--- src/flash_host_pkg.sv ---
// Constants and types for the parallel flash host controller
package flash_host_pkg;

	// ========================================
	// Host command register offsets
	localparam logic [3:0] REG_CTRL      = 4'h0;
	localparam logic [3:0] REG_ADDR      = 4'h1;
	localparam logic [3:0] REG_WDATA     = 4'h2;
	localparam logic [3:0] REG_STATUS    = 4'h3;
	localparam logic [3:0] REG_RDATA     = 4'h4;

	// ========================================
	// Operation codes written to the control register
	localparam logic [2:0] OP_READ       = 3'h1;
	localparam logic [2:0] OP_PROGRAM    = 3'h2;
	localparam logic [2:0] OP_SECT_ERASE = 3'h3;
	localparam logic [2:0] OP_RESET      = 3'h4;
	localparam logic [2:0] OP_SUSPEND    = 3'h5;
	localparam logic [2:0] OP_RESUME     = 3'h6;
	localparam logic [2:0] OP_QUERY      = 3'h7;

	// ========================================
	// Command words and unlock addresses
	localparam logic [15:0] CMD_UNLOCK1  = 16'h00AA;
	localparam logic [15:0] CMD_UNLOCK2  = 16'h0055;
	localparam logic [15:0] CMD_PROGRAM  = 16'h00A0;
	localparam logic [15:0] CMD_ERASE    = 16'h0080;
	localparam logic [15:0] CMD_SECTOR   = 16'h0030;
	localparam logic [15:0] CMD_RESET    = 16'h00F0;
	localparam logic [15:0] CMD_SUSPEND  = 16'h00B0;
	localparam logic [15:0] CMD_RESUME   = 16'h0030;
	localparam logic [15:0] CMD_QUERY    = 16'h0098;
	localparam logic [20:0] ADDR_UNLOCK1 = 21'h00_0555;
	localparam logic [20:0] ADDR_UNLOCK2 = 21'h00_02AA;
	localparam logic [20:0] ADDR_QUERY   = 21'h00_0055;

	// ========================================
	// Status bit positions in a flash read word
	localparam int POLL_BIT    = 7;
	localparam int TOGGLE_BIT  = 6;
	localparam int TIMEOUT_BIT = 5;

	// ========================================
	// Bus cycle timing at 20 MHz
	localparam int CLK_NS        = 50;
	localparam int PULSE_NS      = 100;
	localparam int PULSE_CYC     = (PULSE_NS + CLK_NS - 1) / CLK_NS;
	localparam int POLL_LIMIT    = 4096;
	localparam logic [1:0] SETTLE_CYC = 2'h2;

	// ========================================
	// Bus cycle engine kinds
	typedef enum logic [1:0] {
		CYC_WRITE = 2'b01,
		CYC_READ  = 2'b10
	} cyc_kind_t;

endpackage : flash_host_pkg
--- src/flash_bus_cycle.sv ---
// One flash bus cycle: write or read with enable pulse timing
`timescale 1ns/1ps
module flash_bus_cycle
	import flash_host_pkg::*;
(
	// Clock and reset
	input  wire logic        ref_clk,
	input  wire logic        reset,
	// Request
	input  wire logic        start,
	input  cyc_kind_t        kind,
	input  wire logic [20:0] addr,
	input  wire logic [15:0] wdata,
	output logic             done,
	output logic [15:0]      rdata,
	// Flash pins
	output logic [20:0]      f_addr,
	output logic [15:0]      f_dq_out,
	output logic             f_dq_oe,
	input  wire logic [15:0] f_dq_in,
	output logic             f_ce_n,
	output logic             f_we_n,
	output logic             f_oe_n
);

	// ========================================
	// Phase counter
	typedef enum logic [1:0] {
		PH_IDLE  = 2'b00,
		PH_SETUP = 2'b01,
		PH_PULSE = 2'b10,
		PH_HOLD  = 2'b11
	} phase_t;

	phase_t      ph_q, ph_d;
	logic [3:0]  cnt_q, cnt_d;
	logic        rd_q, rd_d;
	logic        done_d;
	logic [15:0] rdata_d;
	logic [20:0] fa_d;
	logic [15:0] fdo_d;
	logic        oe_d, ce_d, we_d, foe_d;

	always_comb begin
		ph_d = ph_q;
		cnt_d = cnt_q;
		rd_d = rd_q;
		done_d = 1'b0;
		rdata_d = rdata;
		fa_d = f_addr;
		fdo_d = f_dq_out;
		oe_d = f_dq_oe;
		ce_d = f_ce_n;
		we_d = f_we_n;
		foe_d = f_oe_n;
		case (ph_q)
			PH_IDLE: begin
				if (start) begin
					rd_d = (kind == CYC_READ);
					fa_d = addr;
					fdo_d = wdata;
					oe_d = (kind == CYC_WRITE);
					ph_d = PH_SETUP;
				end
			end
			PH_SETUP: begin
				// Address settles, then CE and the strobe fall; last fall latches
				ce_d = 1'b0;
				we_d = rd_q;
				foe_d = ~rd_q;
				cnt_d = 4'(PULSE_CYC);
				ph_d = PH_PULSE;
			end
			PH_PULSE: begin
				if (cnt_q <= 4'h1) begin
					// WE rises before CE so data latches at WE's rise
					we_d = 1'b1;
					foe_d = 1'b1;
					if (rd_q)
						rdata_d = f_dq_in;
					ph_d = PH_HOLD;
				end else
					cnt_d = cnt_q - 4'h1;
			end
			PH_HOLD: begin
				ce_d = 1'b1;
				oe_d = 1'b0;
				done_d = 1'b1;
				ph_d = PH_IDLE;
			end
			default: ph_d = PH_IDLE;
		endcase
	end

	always_ff @(posedge ref_clk) begin
		if (reset) begin
			ph_q <= PH_IDLE;
			cnt_q <= 4'h0;
			rd_q <= 1'b0;
			done <= 1'b0;
			rdata <= 16'h0000;
			f_addr <= 21'h00_0000;
			f_dq_out <= 16'h0000;
			f_dq_oe <= 1'b0;
			f_ce_n <= 1'b1;
			f_we_n <= 1'b1;
			f_oe_n <= 1'b1;
		end else begin
			ph_q <= ph_d;
			cnt_q <= cnt_d;
			rd_q <= rd_d;
			done <= done_d;
			rdata <= rdata_d;
			f_addr <= fa_d;
			f_dq_out <= fdo_d;
			f_dq_oe <= oe_d;
			f_ce_n <= ce_d;
			f_we_n <= we_d;
			f_oe_n <= foe_d;
		end
	end

endmodule : flash_bus_cycle

--- src/flash_host_ctrl.sv ---
// Host controller sequencing commands and status polling of a NOR flash
// Function
// - Command sequence cycles are writes, except array and ident reads.
// - Reset command is written after timeout or to leave ident mode; the code writes it only when software issues OP_RESET.
// - Bypass program only after bypass entry; bypass reset exits it.
// - After polling bit matches, a further read confirms all data bits; the code ends the wait on a stable toggle bit and an equal re-read instead.
// - Status reads are addressed to the busy bank.
//
// The placing of the registers and the plain strobed port were decided locally.
`timescale 1ns/1ps
module flash_host_ctrl
	import flash_host_pkg::*;
#(
	parameter int POLL_MAX = POLL_LIMIT
)
(
	// Clock and reset
	input  wire logic        ref_clk,
	input  wire logic        reset,
	// Software register port
	input  wire logic [3:0]  reg_addr,
	input  wire logic [31:0] reg_wdata,
	input  wire logic        reg_wr,
	input  wire logic        reg_rd,
	output logic [31:0]      reg_rdata,
	// Flash pins
	output logic [20:0]      f_addr,
	output logic [15:0]      f_dq_out,
	output logic             f_dq_oe,
	input  wire logic [15:0] f_dq_in,
	output logic             f_ce_n,
	output logic             f_we_n,
	output logic             f_oe_n,
	input  wire logic        ready_busy_n
);

	// ========================================
	// Sequencer states
	typedef enum logic [2:0] {
		S_IDLE  = 3'b000,
		S_CMD   = 3'b001,
		S_WAIT  = 3'b010,
		S_POLL  = 3'b011,
		S_CONF  = 3'b100,
		S_DONE  = 3'b101
	} state_t;

	state_t      st_q, st_d;
	logic [2:0]  op_q, op_d;
	logic [20:0] addr_q, addr_d;
	logic [15:0] wdata_q, wdata_d;
	logic [15:0] rres_q, rres_d;
	logic [15:0] prev_q, prev_d;
	logic [2:0]  step_q, step_d;
	logic        have_prev_q, have_prev_d;
	logic        susp_q, susp_d;
	logic        erasing_q, erasing_d;
	logic        fail_q, fail_d;
	logic        refused_q, refused_d;
	logic        susp_req_q, susp_req_d;
	logic        susp_ask;
	logic [12:0] polls_q, polls_d;
	logic        rb_s1_q, rb_s2_q;
	logic        start;
	cyc_kind_t   kind;
	logic [20:0] c_addr;
	logic [15:0] c_data;
	logic        cyc_done;
	logic [15:0] cyc_rdata;
	logic [31:0] rdata_d;
	logic        busy;

	assign busy = (st_q != S_IDLE);

	// Suspend request taken while an erase is being issued or polled
	assign susp_ask = reg_wr && reg_addr == REG_CTRL
		&& reg_wdata[2:0] == OP_SUSPEND && busy
		&& op_q == OP_SECT_ERASE;

	// ========================================
	// Command word sequence for each operation
	function automatic logic [2:0] seq_len(input logic [2:0] op);
		case (op)
			OP_PROGRAM:    seq_len = 3'd4;
			OP_SECT_ERASE: seq_len = 3'd6;
			OP_QUERY:      seq_len = 3'd1;
			OP_READ:       seq_len = 3'd0;
			default:       seq_len = 3'd1;
		endcase
	endfunction : seq_len

	always_comb begin
		c_addr = ADDR_UNLOCK1;
		c_data = CMD_UNLOCK1;
		kind = CYC_WRITE;
		case (op_q)
			OP_PROGRAM: begin
				case (step_q)
					3'd0: c_data = CMD_UNLOCK1;
					3'd1: begin
						c_addr = ADDR_UNLOCK2;
						c_data = CMD_UNLOCK2;
					end
					3'd2: c_data = CMD_PROGRAM;
					default: begin
						c_addr = addr_q;
						c_data = wdata_q;
					end
				endcase
			end
			OP_SECT_ERASE: begin
				case (step_q)
					3'd1, 3'd4: begin
						c_addr = ADDR_UNLOCK2;
						c_data = CMD_UNLOCK2;
					end
					3'd2: c_data = CMD_ERASE;
					3'd5: begin
						c_addr = {addr_q[20:12], 12'h000};
						c_data = CMD_SECTOR;
					end
					default: c_data = CMD_UNLOCK1;
				endcase
			end
			OP_RESET: begin
				c_addr = addr_q;
				c_data = CMD_RESET;
			end
			OP_SUSPEND: begin
				c_addr = addr_q;
				c_data = CMD_SUSPEND;
			end
			OP_RESUME: begin
				c_addr = addr_q;
				c_data = CMD_RESUME;
			end
			OP_QUERY: begin
				c_addr = ADDR_QUERY;
				c_data = CMD_QUERY;
			end
			default: begin
				c_addr = addr_q;
				kind = CYC_READ;
			end
		endcase
		if (st_q == S_POLL || st_q == S_CONF) begin
			c_addr = addr_q;
			kind = CYC_READ;
		end
	end

	// ========================================
	// Sequencer
	always_comb begin
		st_d = st_q;
		op_d = op_q;
		addr_d = addr_q;
		wdata_d = wdata_q;
		rres_d = rres_q;
		prev_d = prev_q;
		step_d = step_q;
		have_prev_d = have_prev_q;
		susp_d = susp_q;
		erasing_d = erasing_q;
		fail_d = fail_q;
		refused_d = refused_q;
		polls_d = polls_q;
		susp_req_d = susp_req_q | susp_ask;
		start = 1'b0;
		if (reg_wr && !busy) begin
			if (reg_addr == REG_ADDR)
				addr_d = reg_wdata[20:0];
			if (reg_addr == REG_WDATA)
				wdata_d = reg_wdata[15:0];
		end
		case (st_q)
			S_IDLE: begin
				if (reg_wr && reg_addr == REG_CTRL) begin
					op_d = reg_wdata[2:0];
					refused_d = 1'b0;
					step_d = 3'd0;
					if ((reg_wdata[2:0] == OP_SUSPEND
							&& !(erasing_q && !susp_q))
						|| (reg_wdata[2:0] == OP_RESUME && !susp_q)
						|| (reg_wdata[2:0] == OP_QUERY && erasing_q)) begin
						refused_d = 1'b1;
					end else begin
						fail_d = 1'b0;
						st_d = S_CMD;
					end
				end
			end
			S_CMD: begin
				start = 1'b1;
				st_d = S_WAIT;
			end
			S_WAIT: begin
				if (cyc_done) begin
					step_d = step_q + 3'd1;
					if (step_q + 3'd1 < seq_len(op_q))
						st_d = S_CMD;
					else if (op_q == OP_PROGRAM
						|| op_q == OP_SECT_ERASE
						|| op_q == OP_RESUME) begin
						// Resumed erase is polled to its end
						if (op_q == OP_RESUME) begin
							susp_d = 1'b0;
							op_d = OP_SECT_ERASE;
						end
						erasing_d = (op_q == OP_SECT_ERASE) | erasing_q;
						have_prev_d = 1'b0;
						polls_d = 13'h0000;
						st_d = S_POLL;
					end else begin
						rres_d = cyc_rdata;
						if (op_q == OP_SUSPEND)
							susp_d = 1'b1;
						if (op_q == OP_RESET && !susp_q)
							erasing_d = 1'b0;
						st_d = S_DONE;
					end
				end
			end
			S_POLL: begin
				start = 1'b1;
				st_d = S_CONF;
			end
			S_CONF: begin
				if (cyc_done) begin
					rres_d = cyc_rdata;
					prev_d = cyc_rdata;
					have_prev_d = 1'b1;
					polls_d = polls_q + 13'h0001;
					// Stable toggle bit ends the wait; confirmed by re-read
					if (have_prev_q && cyc_rdata[TOGGLE_BIT]
							== prev_q[TOGGLE_BIT] && cyc_rdata
							== prev_q) begin
						if (op_q == OP_PROGRAM && cyc_rdata[POLL_BIT]
								!= wdata_q[POLL_BIT])
							fail_d = 1'b1;
						if (op_q == OP_SECT_ERASE) begin
							erasing_d = susp_q;
							if (!cyc_rdata[POLL_BIT])
								fail_d = 1'b1;
						end
						st_d = S_DONE;
					end else if (cyc_rdata[TIMEOUT_BIT] && have_prev_q
							&& prev_q[TIMEOUT_BIT]) begin
						fail_d = 1'b1;
						st_d = S_DONE;
					end else if (susp_req_q || susp_ask) begin
						op_d = OP_SUSPEND;
						step_d = 3'd0;
						susp_req_d = 1'b0;
						st_d = S_CMD;
					end else if (polls_q >= 13'(POLL_MAX - 1)) begin
						fail_d = 1'b1;
						st_d = S_DONE;
					end else
						st_d = S_POLL;
				end
			end
			S_DONE: begin
				susp_req_d = 1'b0;
				st_d = S_IDLE;
			end
			default: st_d = S_IDLE;
		endcase
	end

	// ========================================
	// Register read port
	always_comb begin
		rdata_d = 32'h0000_0000;
		if (reg_rd) begin
			case (reg_addr)
				REG_CTRL:   rdata_d = {29'h0, op_q};
				REG_ADDR:   rdata_d = {11'h000, addr_q};
				REG_WDATA:  rdata_d = {16'h0000, wdata_q};
				REG_STATUS: rdata_d = {26'h0, ~rb_s2_q, refused_q,
					erasing_q, susp_q, fail_q, busy};
				REG_RDATA:  rdata_d = {16'h0000, rres_q};
				default:    rdata_d = 32'h0000_0000;
			endcase
		end
	end

	always_ff @(posedge ref_clk) begin
		if (reset) begin
			st_q <= S_IDLE;
			op_q <= 3'h0;
			addr_q <= 21'h00_0000;
			wdata_q <= 16'h0000;
			rres_q <= 16'h0000;
			prev_q <= 16'h0000;
			step_q <= 3'h0;
			have_prev_q <= 1'b0;
			susp_q <= 1'b0;
			erasing_q <= 1'b0;
			fail_q <= 1'b0;
			refused_q <= 1'b0;
			susp_req_q <= 1'b0;
			polls_q <= 13'h0000;
			rb_s1_q <= 1'b1;
			rb_s2_q <= 1'b1;
			reg_rdata <= 32'h0000_0000;
		end else begin
			st_q <= st_d;
			op_q <= op_d;
			addr_q <= addr_d;
			wdata_q <= wdata_d;
			rres_q <= rres_d;
			prev_q <= prev_d;
			step_q <= step_d;
			have_prev_q <= have_prev_d;
			susp_q <= susp_d;
			erasing_q <= erasing_d;
			fail_q <= fail_d;
			refused_q <= refused_d;
			susp_req_q <= susp_req_d;
			polls_q <= polls_d;
			rb_s1_q <= ready_busy_n;
			rb_s2_q <= rb_s1_q;
			reg_rdata <= rdata_d;
		end
	end

	// ========================================
	// Bus cycle engine
	flash_bus_cycle u_cycle (
		.ref_clk  (ref_clk),
		.reset    (reset),
		.start    (start),
		.kind     (kind),
		.addr     (c_addr),
		.wdata    (c_data),
		.done     (cyc_done),
		.rdata    (cyc_rdata),
		.f_addr   (f_addr),
		.f_dq_out (f_dq_out),
		.f_dq_oe  (f_dq_oe),
		.f_dq_in  (f_dq_in),
		.f_ce_n   (f_ce_n),
		.f_we_n   (f_we_n),
		.f_oe_n   (f_oe_n)
	);

endmodule : flash_host_ctrl

--- config.mk ---
export PLATFORM = sky130hd
export DESIGN_NAME = flash_host_ctrl
export DESIGN_NICKNAME = d
export VERILOG_FILES = /design/src/flash_host_pkg.sv /design/src/flash_bus_cycle.sv /design/src/flash_host_ctrl.sv
export SDC_FILE = /design/constraint.sdc
export NUM_CORES = 1
export LEC_CHECK = 0
export ABC_AREA = 0
export BUFFER_PORTS_ARGS = -buffer_cell sky130_fd_sc_hd__buf_2
export CAP_MARGIN = 40
export CORE_MARGIN = 2
export CORE_UTILIZATION = 35
export DETAILED_ROUTE_END_ITERATION = 12
export GPL_TIMING_DRIVEN = 0
export PLACE_DENSITY = 0.58
export SYNTH_ARGS = -nofsm -noshare
export SYNTH_HDL_FRONTEND = slang
export SYNTH_SLANG_ARGS = --single-unit
--- constraint.sdc ---
create_clock -name ref_clk -period 8.45 [get_ports ref_clk]
set_clock_uncertainty 0.15 [all_clocks]
set_input_delay 1.69 -clock ref_clk [delete_from_list [all_inputs] [get_ports ref_clk]]
set_output_delay 1.69 -clock ref_clk [all_outputs]
set_load 0.01 [all_outputs]
After elaboration in Yosys (flattened, before gate mapping)
Cells that the tools add are included.

storage, ports and cells
  flip-flop bits (word level) = 196
  latch bits = 0
  memory bits (writable) = 0
  memory bits (read-only) = 0
  input bits = 57
  memories kept = 0

operators by class
  add/sub/neg operators = 3
  multipliers = 0
  div/mod/pow operators = 0
  magnitude comparators = 3
  equal/unequal tests = 51
  shift-type cells = 0
  muxes and demuxes = 97
  bitwise operators = 6
  reductions and logical operators = 59

operator list
  cell                                                 number
  one-hot mux 21 bit (5 select lines)                  1
  one-hot mux 16 bit (6 select lines)                  1
  one-hot mux 21 bit (2 select lines)                  2
  two-way mux 3 bit                                    27
  two-way mux 16 bit                                   4
  one-hot mux 21 bit (3 select lines)                  1
  two-way mux 13 bit                                   4
  one-hot mux 16 bit (3 select lines)                  1
  equality test 3 bit, second input constant           11
  two-way mux 1 bit                                    33
  one-hot mux 16 bit (2 select lines)                  1
  one-hot mux 3 bit (3 select lines)                   3
  one-hot mux 13 bit (2 select lines)                  1
  one-hot mux 8 bit (3 select lines)                   1
  inequality test 2 bit, second input constant         11
  two-way mux 21 bit                                   1
  AND reduction 2 bit                                  9
  equality test 16 bit                                 1
  one-hot mux 1 bit (2 select lines)                   8
  equality test 3 x 2 -> 1 bit, second input constant  5
  logical AND 1 bit                                    15
  one-hot mux 3 bit (5 select lines)                   1
  AND reduction 5 bit                                  3
  AND reduction 7 bit                                  2
  37 further kinds                                     72

Depth between registers and ports, before layout
Gate-level depths: netlist (run 1).

  depth in word-level cells = 11
  gate-level depth with buffers = 11
  mapped depth without buffers = 9

By module
A second synthesis (run 1) with hierarchy kept.

unflattened totals
  cells, all modules = 1053
  area, all modules = 8346.8 um^2

modules (own cells, without submodules)
  module           times used  cells each  area each (um^2)
  flash_host_ctrl  1           747         5864.4
  flash_bus_cycle  1           306         2482.4

Worst setup path before layout (run 1)
No wires, ideal clock.

  kind = input to register
  start point = input port reg_addr[3]
  end point = register step_q[0]
  library setup time = 121 ps
  data arrival time = 3075 ps
  data required time = 8179 ps
  path slack = 5105 ps
  cell stages on the path = 7
  path through = clkbuf_1 -> nor4_2 -> a211o_1 -> o311ai_1 -> a31oi_4 -> nor2_1 -> mux2_2

between the ends
  cells in the longest elaborated chain, start to end = 8

ends and longest elaborated chain
  element                                          line                                           RTL
  from (decl)                                      flash_host_ctrl.sv:21                          input wire logic [3:0] reg_addr,
  logical NOT 4 bit *                              flash_host_ctrl.sv:76, flash_host_ctrl.sv:178
  logical AND 1 bit *                              flash_host_ctrl.sv:76, flash_host_ctrl.sv:178
  logical AND 1 bit (2 in a row)                   flash_host_ctrl.sv:77                          && reg_wdata[2:0] == OP_SUSPEND && busy
  logical AND 1 bit                                flash_host_ctrl.sv:78                          && op_q == OP_SECT_ERASE;
  logical OR 1 bit                                 flash_host_ctrl.sv:251                         end else if (susp_req_q || susp_ask) begin
  inequality test 2 x 1 -> 1 bit (no source line)  -
  AND reduction 7 bit (no source line) *           -
  to (signal assigned)                             flash_host_ctrl.sv:314                         step_q <= step_d;
  to (decl)                                        flash_host_ctrl.sv:54                          logic [2:0] step_q, step_d;

Mark *: on every way between the ends. The rest lies on a longest branch, timed or not.
A chain may end at the register's enable or synchronous reset.

Worst setup path in the final report (run 1)
  start point = input port reset
  end point = register rres_q[14]

RTL lines
  element               line                    RTL
  from (decl)           flash_host_ctrl.sv:19   input wire logic reset,
  to (signal assigned)  flash_host_ctrl.sv:312  rres_q <= rres_d;
  to (decl)             flash_host_ctrl.sv:52   logic [15:0] rres_q, rres_d;

No word-level cell between the ends.

==> results of run 1 <==
-- routing by layer --
metal	global-route usage [%]	part of all wire (%)	vias to the layer above
met4	5.767	1.5	4
met3	4.016	6.1	30
met2	31.17	44	234
li1	-	-	3712
met1	29.81	48	3513
met5	0	0.10	-
-- per-stage QoR --
stage	cells	cell area [sq um]	worst slack [ns]	utilization (%)
6_report	1443	9728	4.872	42.71
5_1_grt	1442	9726	4.795	42.70
4_1_cts	1442	9726	4.925	42.70
3_5_place_dp	1410	9120	4.489	40.04
3_3_place_gp	1408	9110	4.482	39.99
2_1_floorplan	990	8193	5.105	-
-- path summary, 6_finish.rpt --
path              cells after the start                end  slack, ns               from
setup / recovery                      5         rres_q[14]       4.87              reset
hold / removal                        2  u_cycle.f_addr[7]       0.30  u_cycle.f_addr[7]
setup reg to reg                     11         rres_q[14]       5.48            op_q[0]
hold reg to reg                       2  u_cycle.f_addr[7]       0.30  u_cycle.f_addr[7]
-- cell type report --
type,instances,area share [%]
multi-input combinational,720,41.99
sequential,185,38.07
timing repair buffer,107,5.505
clock buffer,17,4.373
tap,313,4.026
buffer,69,3.537
clock inverter,15,1.852
inverter,16,0.6174
antenna,1,0.02572
-- kinds of logic (layout without fill, tap and decap cells) --
| group | count (synthesis) | after routing | share of synthesized area (%) |
|---|---|---|---|
| buffers and inverters | 85 | 224 | 4.955 |
| AOI/OAI and AO/OA | 265 | 265 | 21.16 |
| muxes | 18 | 18 | 2.240 |
| xor gates and xnor gates | 19 | 19 | 2.041 |
| and+or+nand+nor | 393 | 393 | 22.00 |
| other | 1 | 12 | 0.04598 |
| adders and majority gates | 14 | 14 | 2.148 |
| DFF | 185 | 185 | 45.41 |
-- registers in the layout, indices dropped and copies added, names as in the netlist, 4 cells and up --
| name | cells |
|---|---|
| polls_q | 13 |
| u_cycle.rdata | 16 |
| addr_q | 21 |
| rres_q | 16 |
| u_cycle.f_dq_out | 16 |
| prev_q | 16 |
| reg_rdata | 21 |
| u_cycle.cnt_q | 4 |
| wdata_q | 16 |
| u_cycle.f_addr | 21 |
-- Yosys cell counts (all sizes together), types with 9 or more instances --
master and number:
nor3 16, inv 16, mux2i 16, nor2 98, o211ai 10, o21ai 35, a222oi 16, xnor2 15
and2 12, buf 28, ha 14, clkbuf 41, nand3 35, dfxtp 185, nand2 179, a21oi 122
a22oi 22, o21a 9
-- worst max-delay path: stages --
cell,delay [ns]
buf_2,0.14
clkbuf_1,0.49
clkbuf_1,0.68
clkbuf_1,0.61
nor2_1,0.11
-- power breakdown --
| part | switching [mW] | internal [mW] |
|---|---|---|
| combinational | 0.0887 | 0.0448 |
| sequential | 0.0104 | 0.885 |
| clock | 0.397 | 0.398 |
| total | 0.496 | 1.33 |
-- cells in the final DEF, fill, tap and decap left out, drive strengths merged, types with 10 or more instances in the layout --
master    n
clkbuf   58
o211ai   10
nand3    35
inv      20
nor3     16
conb     11
ha       14
nor2     98
buf     135
nand2   179
mux2i    16
a22oi    22
xnor2    15
dfxtp   185
a222oi   16
o21ai    35
a21oi   122
and2     12
==> impl_results.md, run 1 <==
* Slew headroom at 43.21%
* Total number of H-tree levels at 4
* Yosys top cell by area: dfxtp_1
* Peak VDD IR at 0.1011 mV
* DRC Markers at 0
* Antenna viol nets, final at 0
* Register area at 3704 sq um
* Element type at the critical path start: primary input
* Max Slew Vio Count at 0
* Number of global-route vias before repair at 6831
* Min Tclk post-route at 3.578 ns
* Final hold violations at 0
* Mapped Cells at 980
* Hold slack at 0.2967 ns
* Avg Cell Area, Syn at 8.322 sq um
* Die W at 156.6 um
* Initial DRC count at 618
* Multi-input logic area at 4085 sq um
* Distinct cells, synth at 74
* Die area at 24540 sq um
* EDFF count, synth at 0
* TNS Setup at 0 ns
* Endpoints failing setup at 0
* Area contributors post-synth: dfxtp_1 45%, nand2_1 8.2%, a21oi_1 7.5%, nor2_1 4.5%, ha_1 2.1%
* Clock buffer count from CTS at 17
* Chip Height at 156.6 um
* Leakage at 3.648 nW
* Prevailing post-synth register cell: dfxtp_1
* Post-synth top area share at 45.41%
* Arrival @ worst endpoint at 3.73 ns
* Status: finished clean
* WL/cell at 17.27 um
* RePlAce Congestion at 0.8957
* DP HPWL at 19070 um
* Deepest clock path buffer count at 2
* Setup bufs post-CTS at 0
* Worst slew pin tran at 0.8403 ns
* Gr usage total at 20.62%
* PwrDens at 187.6 nW/um^2
* First-pass GRT wire length at 38810 um
* Via count at 7493
* Layout fillers at 2385
* Total power at 1.825 mW
* Clk Tree Root Cell: clkbuf_16
* Routed WL at 24920 um
* #FFs+latches synth at 185
* Crit Path Class: primary input to flip-flop
* Synth Cell Area at 8155 sq um
* Worst EP required at 8.60 ns
* IO Count at 130
* FP Rows at 55
* Initial core utilization at 35.80%
* Via density at 5.193
* Hold buffer count at cts at 0
* NumNets Final at 1187
* CTS tree: done
* Core Area at 22780 sq um
* Worst-skew pair later-pin latency at 0.44 ns
* First drt pass iteration count at 5
* # clock sinks at 185
* RSZ-0062 raised after global routing: no
* Synth-to-Final Area Change at 19.29%
* Period utilisation layout at 42.34%
* Worst-path clk slew at 0.07 ns
* Share of cells above drive strength 1 at 17.09%
* Overflow left after global routing at 0
* Hold Path Class: flip-flop to flip-flop
* Largest net degree at the start of global routing at 21
* Max-cap violation count at 0
* Initial antenna violation count at 3
* Setup crit end kind: flip-flop
* Ys async rst share at 0%
* Post-cts resize count at 0
* Seq/Total Area, Yosys at 45.41%
* Synth warn at 0
* Largest fanout on the critical path at 10
* IO buf count at 105
* Maximum clock frequency at 279.5 MHz
(Power assumes the default switching activity.)
==> run 2: changes to the inputs <==
--- a/config.mk
+++ b/config.mk
@@ -12,7 +12,7 @@
 export CORE_UTILIZATION = 35
 export DETAILED_ROUTE_END_ITERATION = 12
 export GPL_TIMING_DRIVEN = 0
-export PLACE_DENSITY = 0.58
+export PLACE_DENSITY = 0.6
 export SYNTH_ARGS = -nofsm -noshare
 export SYNTH_HDL_FRONTEND = slang
 export SYNTH_SLANG_ARGS = --single-unit
==> constraint.sdc (replaced) <==
create_clock -name ref_clk -period 3.1 [get_ports ref_clk]
set_clock_uncertainty 0.15 [all_clocks]
set_input_delay 0.62 -clock ref_clk [delete_from_list [all_inputs] [get_ports ref_clk]]
set_output_delay 0.62 -clock ref_clk [all_outputs]
set_load 0.01 [all_outputs]
==> run 2 against run 1 <==
Register-to-register slack worse by 5.3 ns. Count of clock-buffer cells in the layout unchanged. Sequential share of layout area down 0.25 points. Via count up 3.2%. Total power rose to 2.8 times the previous value. Sequential power rose to 2.7 times the previous value. Largest power group unchanged.
==> impl_results.md, run 2 (synthesized netlist as in run 1, its figures left out) <==
* Element type at the critical path start: flip-flop (was primary input)
* # clock sinks at 185 (unchanged)
* IO Count at 130 (unchanged)
* First drt pass iteration count at 8 (was 5)
* Slew headroom at 37.68% (was 43.21%)
* Die area at 24540 sq um (unchanged)
* Layout Utilization at 42.99% (was 42.71%)
* Largest net degree at the start of global routing at 23 (was 21)
* DP HPWL at 18830 um (was 19070 um)
* Hold Path Stages at 2 (unchanged)
* Total number of H-tree levels at 4 (unchanged)
* Hold Path Class: primary input to flip-flop (was flip-flop to flip-flop)
* NumNets Final at 1191 (was 1187)
* Peak VDD IR at 0.3321 mV (was 0.1011 mV)
* FP Rows at 55 (unchanged)
* CTS tree: done (unchanged)
* Worst R2R Path Depth at 11 (unchanged)
* Largest fanout on the critical path at 10 (unchanged)
* Initial DRC count at 830 (was 618)
* Via density at 5.346 (was 5.193)
* Number of global-route vias before repair at 6836 (was 6831)
* Via count at 7736 (was 7493)
* Worst Hold Path EP: rb_s1_q (was u_cycle.f_addr[7])
* Min Tclk post-route at 2.903 ns
* Routed WL at 25070 um (was 24920 um)
* Status: finished clean (unchanged)
* Endpoints failing setup at 0 (unchanged)
* RSZ-0062 raised after global routing: no (unchanged)
* Register area at 3704 sq um (unchanged)
* PwrDens at 520.1 nW/um^2 (was 187.6 nW/um^2)
* RR Startpoint: op_q[0] (unchanged)
* Critical Path, Cell by Cell: buf_4 > and3b_2 > inv_2 > ha_1 > or3b_1 > o221a_2 > nor2b_4 > o21ai_4 > buf_12 > mux2i_1 > nor2_1 (was buf_2 > clkbuf_1 > clkbuf_1 > clkbuf_1 > nor2_1)
* TNS Setup at 0 ns (unchanged)
* Gr usage total at 20.20% (was 20.62%)
* Share of cells above drive strength 1 at 17.39% (was 17.09%)
* Arrival @ worst endpoint at 3.06 ns (was 3.73 ns)
* Worst path max stage delay at 0.40 ns (was 0.68 ns)
* Internal reg-to-reg setup slack at 0.20 ns (was 5.48 ns)
* Worst-skew pair later-pin latency at 0.46 ns (was 0.44 ns)
* Leakage at 3.683 nW (was 3.648 nW)
* Initial antenna violation count at 4 (was 3)
* Layout fillers at 2315 (was 2385)
* Core Area at 22780 sq um (unchanged)
* Antenna viol nets, final at 0 (unchanged)
* IO buf count at 105 (unchanged)
* Placed cells at 1410 (unchanged)
* Hold slack at 0.2360 ns (was 0.2967 ns)
* Most common library cell in the layout ignoring fill and taps: dfxtp_1 (unchanged)
* Clock buffer count from CTS at 17 (unchanged)
* Initial core utilization at 35.80% (unchanged)
* Hold buffer count at cts at 0 (unchanged)
* Worst EP required at 3.26 ns (was 8.60 ns)
* Synth-to-Final Area Change at 20.07% (was 19.29%)
* Overflow left after global routing at 0 (unchanged)
* Max Slew Vio Count at 0 (unchanged)
* Crit Path Class: flip-flop to flip-flop (was primary input to flip-flop)
* RePlAce Congestion at 0.9247 (was 0.8957)
* Worst slew pin tran at 0.9222 ns (was 0.8403 ns)
* Max-cap violation count at 0 (unchanged)
* DRC Markers at 0 (unchanged)
* Deepest clock path buffer count at 2 (unchanged)
* Period utilisation layout at 93.64%
* Total power at 5.093 mW (was 1.825 mW)
* Worst R2R End: rres_q[8] (was rres_q[14])
* Clk Tree Root Cell: clkbuf_16 (unchanged)
* Final Non-Filler Cells at 1447 (was 1443)
* Chip Height at 156.6 um (unchanged)
* Slowest cell on the critical path: or3b_1 (was clkbuf_1)
* Final hold violations at 0 (unchanged)
* Multi-input logic area at 4085 sq um (unchanged)
* Min-delay src: ready_busy_n (was u_cycle.f_addr[7])
* Die W at 156.6 um (unchanged)
* Largest regs: addr_q x21, reg_rdata x21, u_cycle.f_addr x21 (unchanged)
* Setup crit end kind: flip-flop (unchanged)
* Worst-path clk slew at 0.08 ns (was 0.07 ns)
* WL/cell at 17.32 um (was 17.27 um)
* Maximum clock frequency at 344.5 MHz
* First-pass GRT wire length at 37940 um (was 38810 um)
* Most frequent cells in the layout: 185 x dfxtp_1, 178 x nand2_1, 122 x a21oi_1 (unchanged)
==> run 2: cell count changes in the layout (fill, tap and decap cells not counted) <==
cell        before  now
buf_1            1    2
buf_2          119  118
buf_4           14   19
clkbuf_1        40   39
clkinv_2         1    0
clkinv_4         1    2
clkinv_8         7    6
clkinvlp_4       2    0
inv_12           0    4
inv_6            3    1
inv_8            1    2
==> run 2: worst max path at each step <==
stage | slack, ns | cells past startpoint | endpoint | start
global route | 0.02 | 10 | rres_q[9] | step_q[0]
global placement | 0.20 | 10 | rres_q[13] | step_q[0]
finish | 0.20 | 11 | rres_q[8] | op_q[0]
CTS | 0.15 | 10 | rres_q[12] | step_q[0]
detailed placement | 0.17 | 10 | rres_q[12] | step_q[0]
floorplan | 0.44 | 10 | rres_q[10] | step_q[0]
==> run 2: critical path: cells and delay by family, from the launching register on <==
family	cells	cell delay, ns
compound gates	2	0.60
mux	1	0.18
fa+ha+maj	1	0.22
buf+inv	3	0.44
flops	1	0.31
simple gates	4	0.87
==> run 2: report_power, final <==
part / total [mW] / switching, mW / leakage (nW) / internal, mW
sequential: 2.44 / 0.0280 / 1.49 / 2.41
combinational: 0.364 / 0.242 / 1.89 / 0.122
clock: 2.29 / 1.16 / 0.305 / 1.12
==> run 2: timing repair <==
action	in CTS	in global routing
setup endpoints to repair	0	9
setup buffers	0	5
resized for setup	0	0
==> run 2: layer usage <==
layer | vias to the layer above | wire, um | track usage, %
met5 | - | 40 | 0
met4 | 6 | 508 | 6.684
met3 | 46 | 2041 | 5.151
met2 | 301 | 11040 | 30.40
met1 | 3667 | 11430 | 28.13
li1 | 3716 | - | -
==> run 2: cell type report <==
cell class	count	area share, %
Antenna cell	1	0.02556
Buffer	68	3.476
Timing Repair Buffer	112	5.840
Inverter	16	0.6133
Sequential cell	185	37.82
Clock inverter	15	2.159
Clock buffer	17	4.344
Tap cell	313	3.999
Multi-Input combinational cell	720	41.72
==> run 2: stage by stage <==
step                instance area (sq um)  worst slack, ns
floorplan                            8193           0.4390
global placement                     9110           0.2034
detailed placement                   9119           0.1690
CTS                                  9756           0.1520
global route                         9792          0.02271
finish                               9792           0.1971
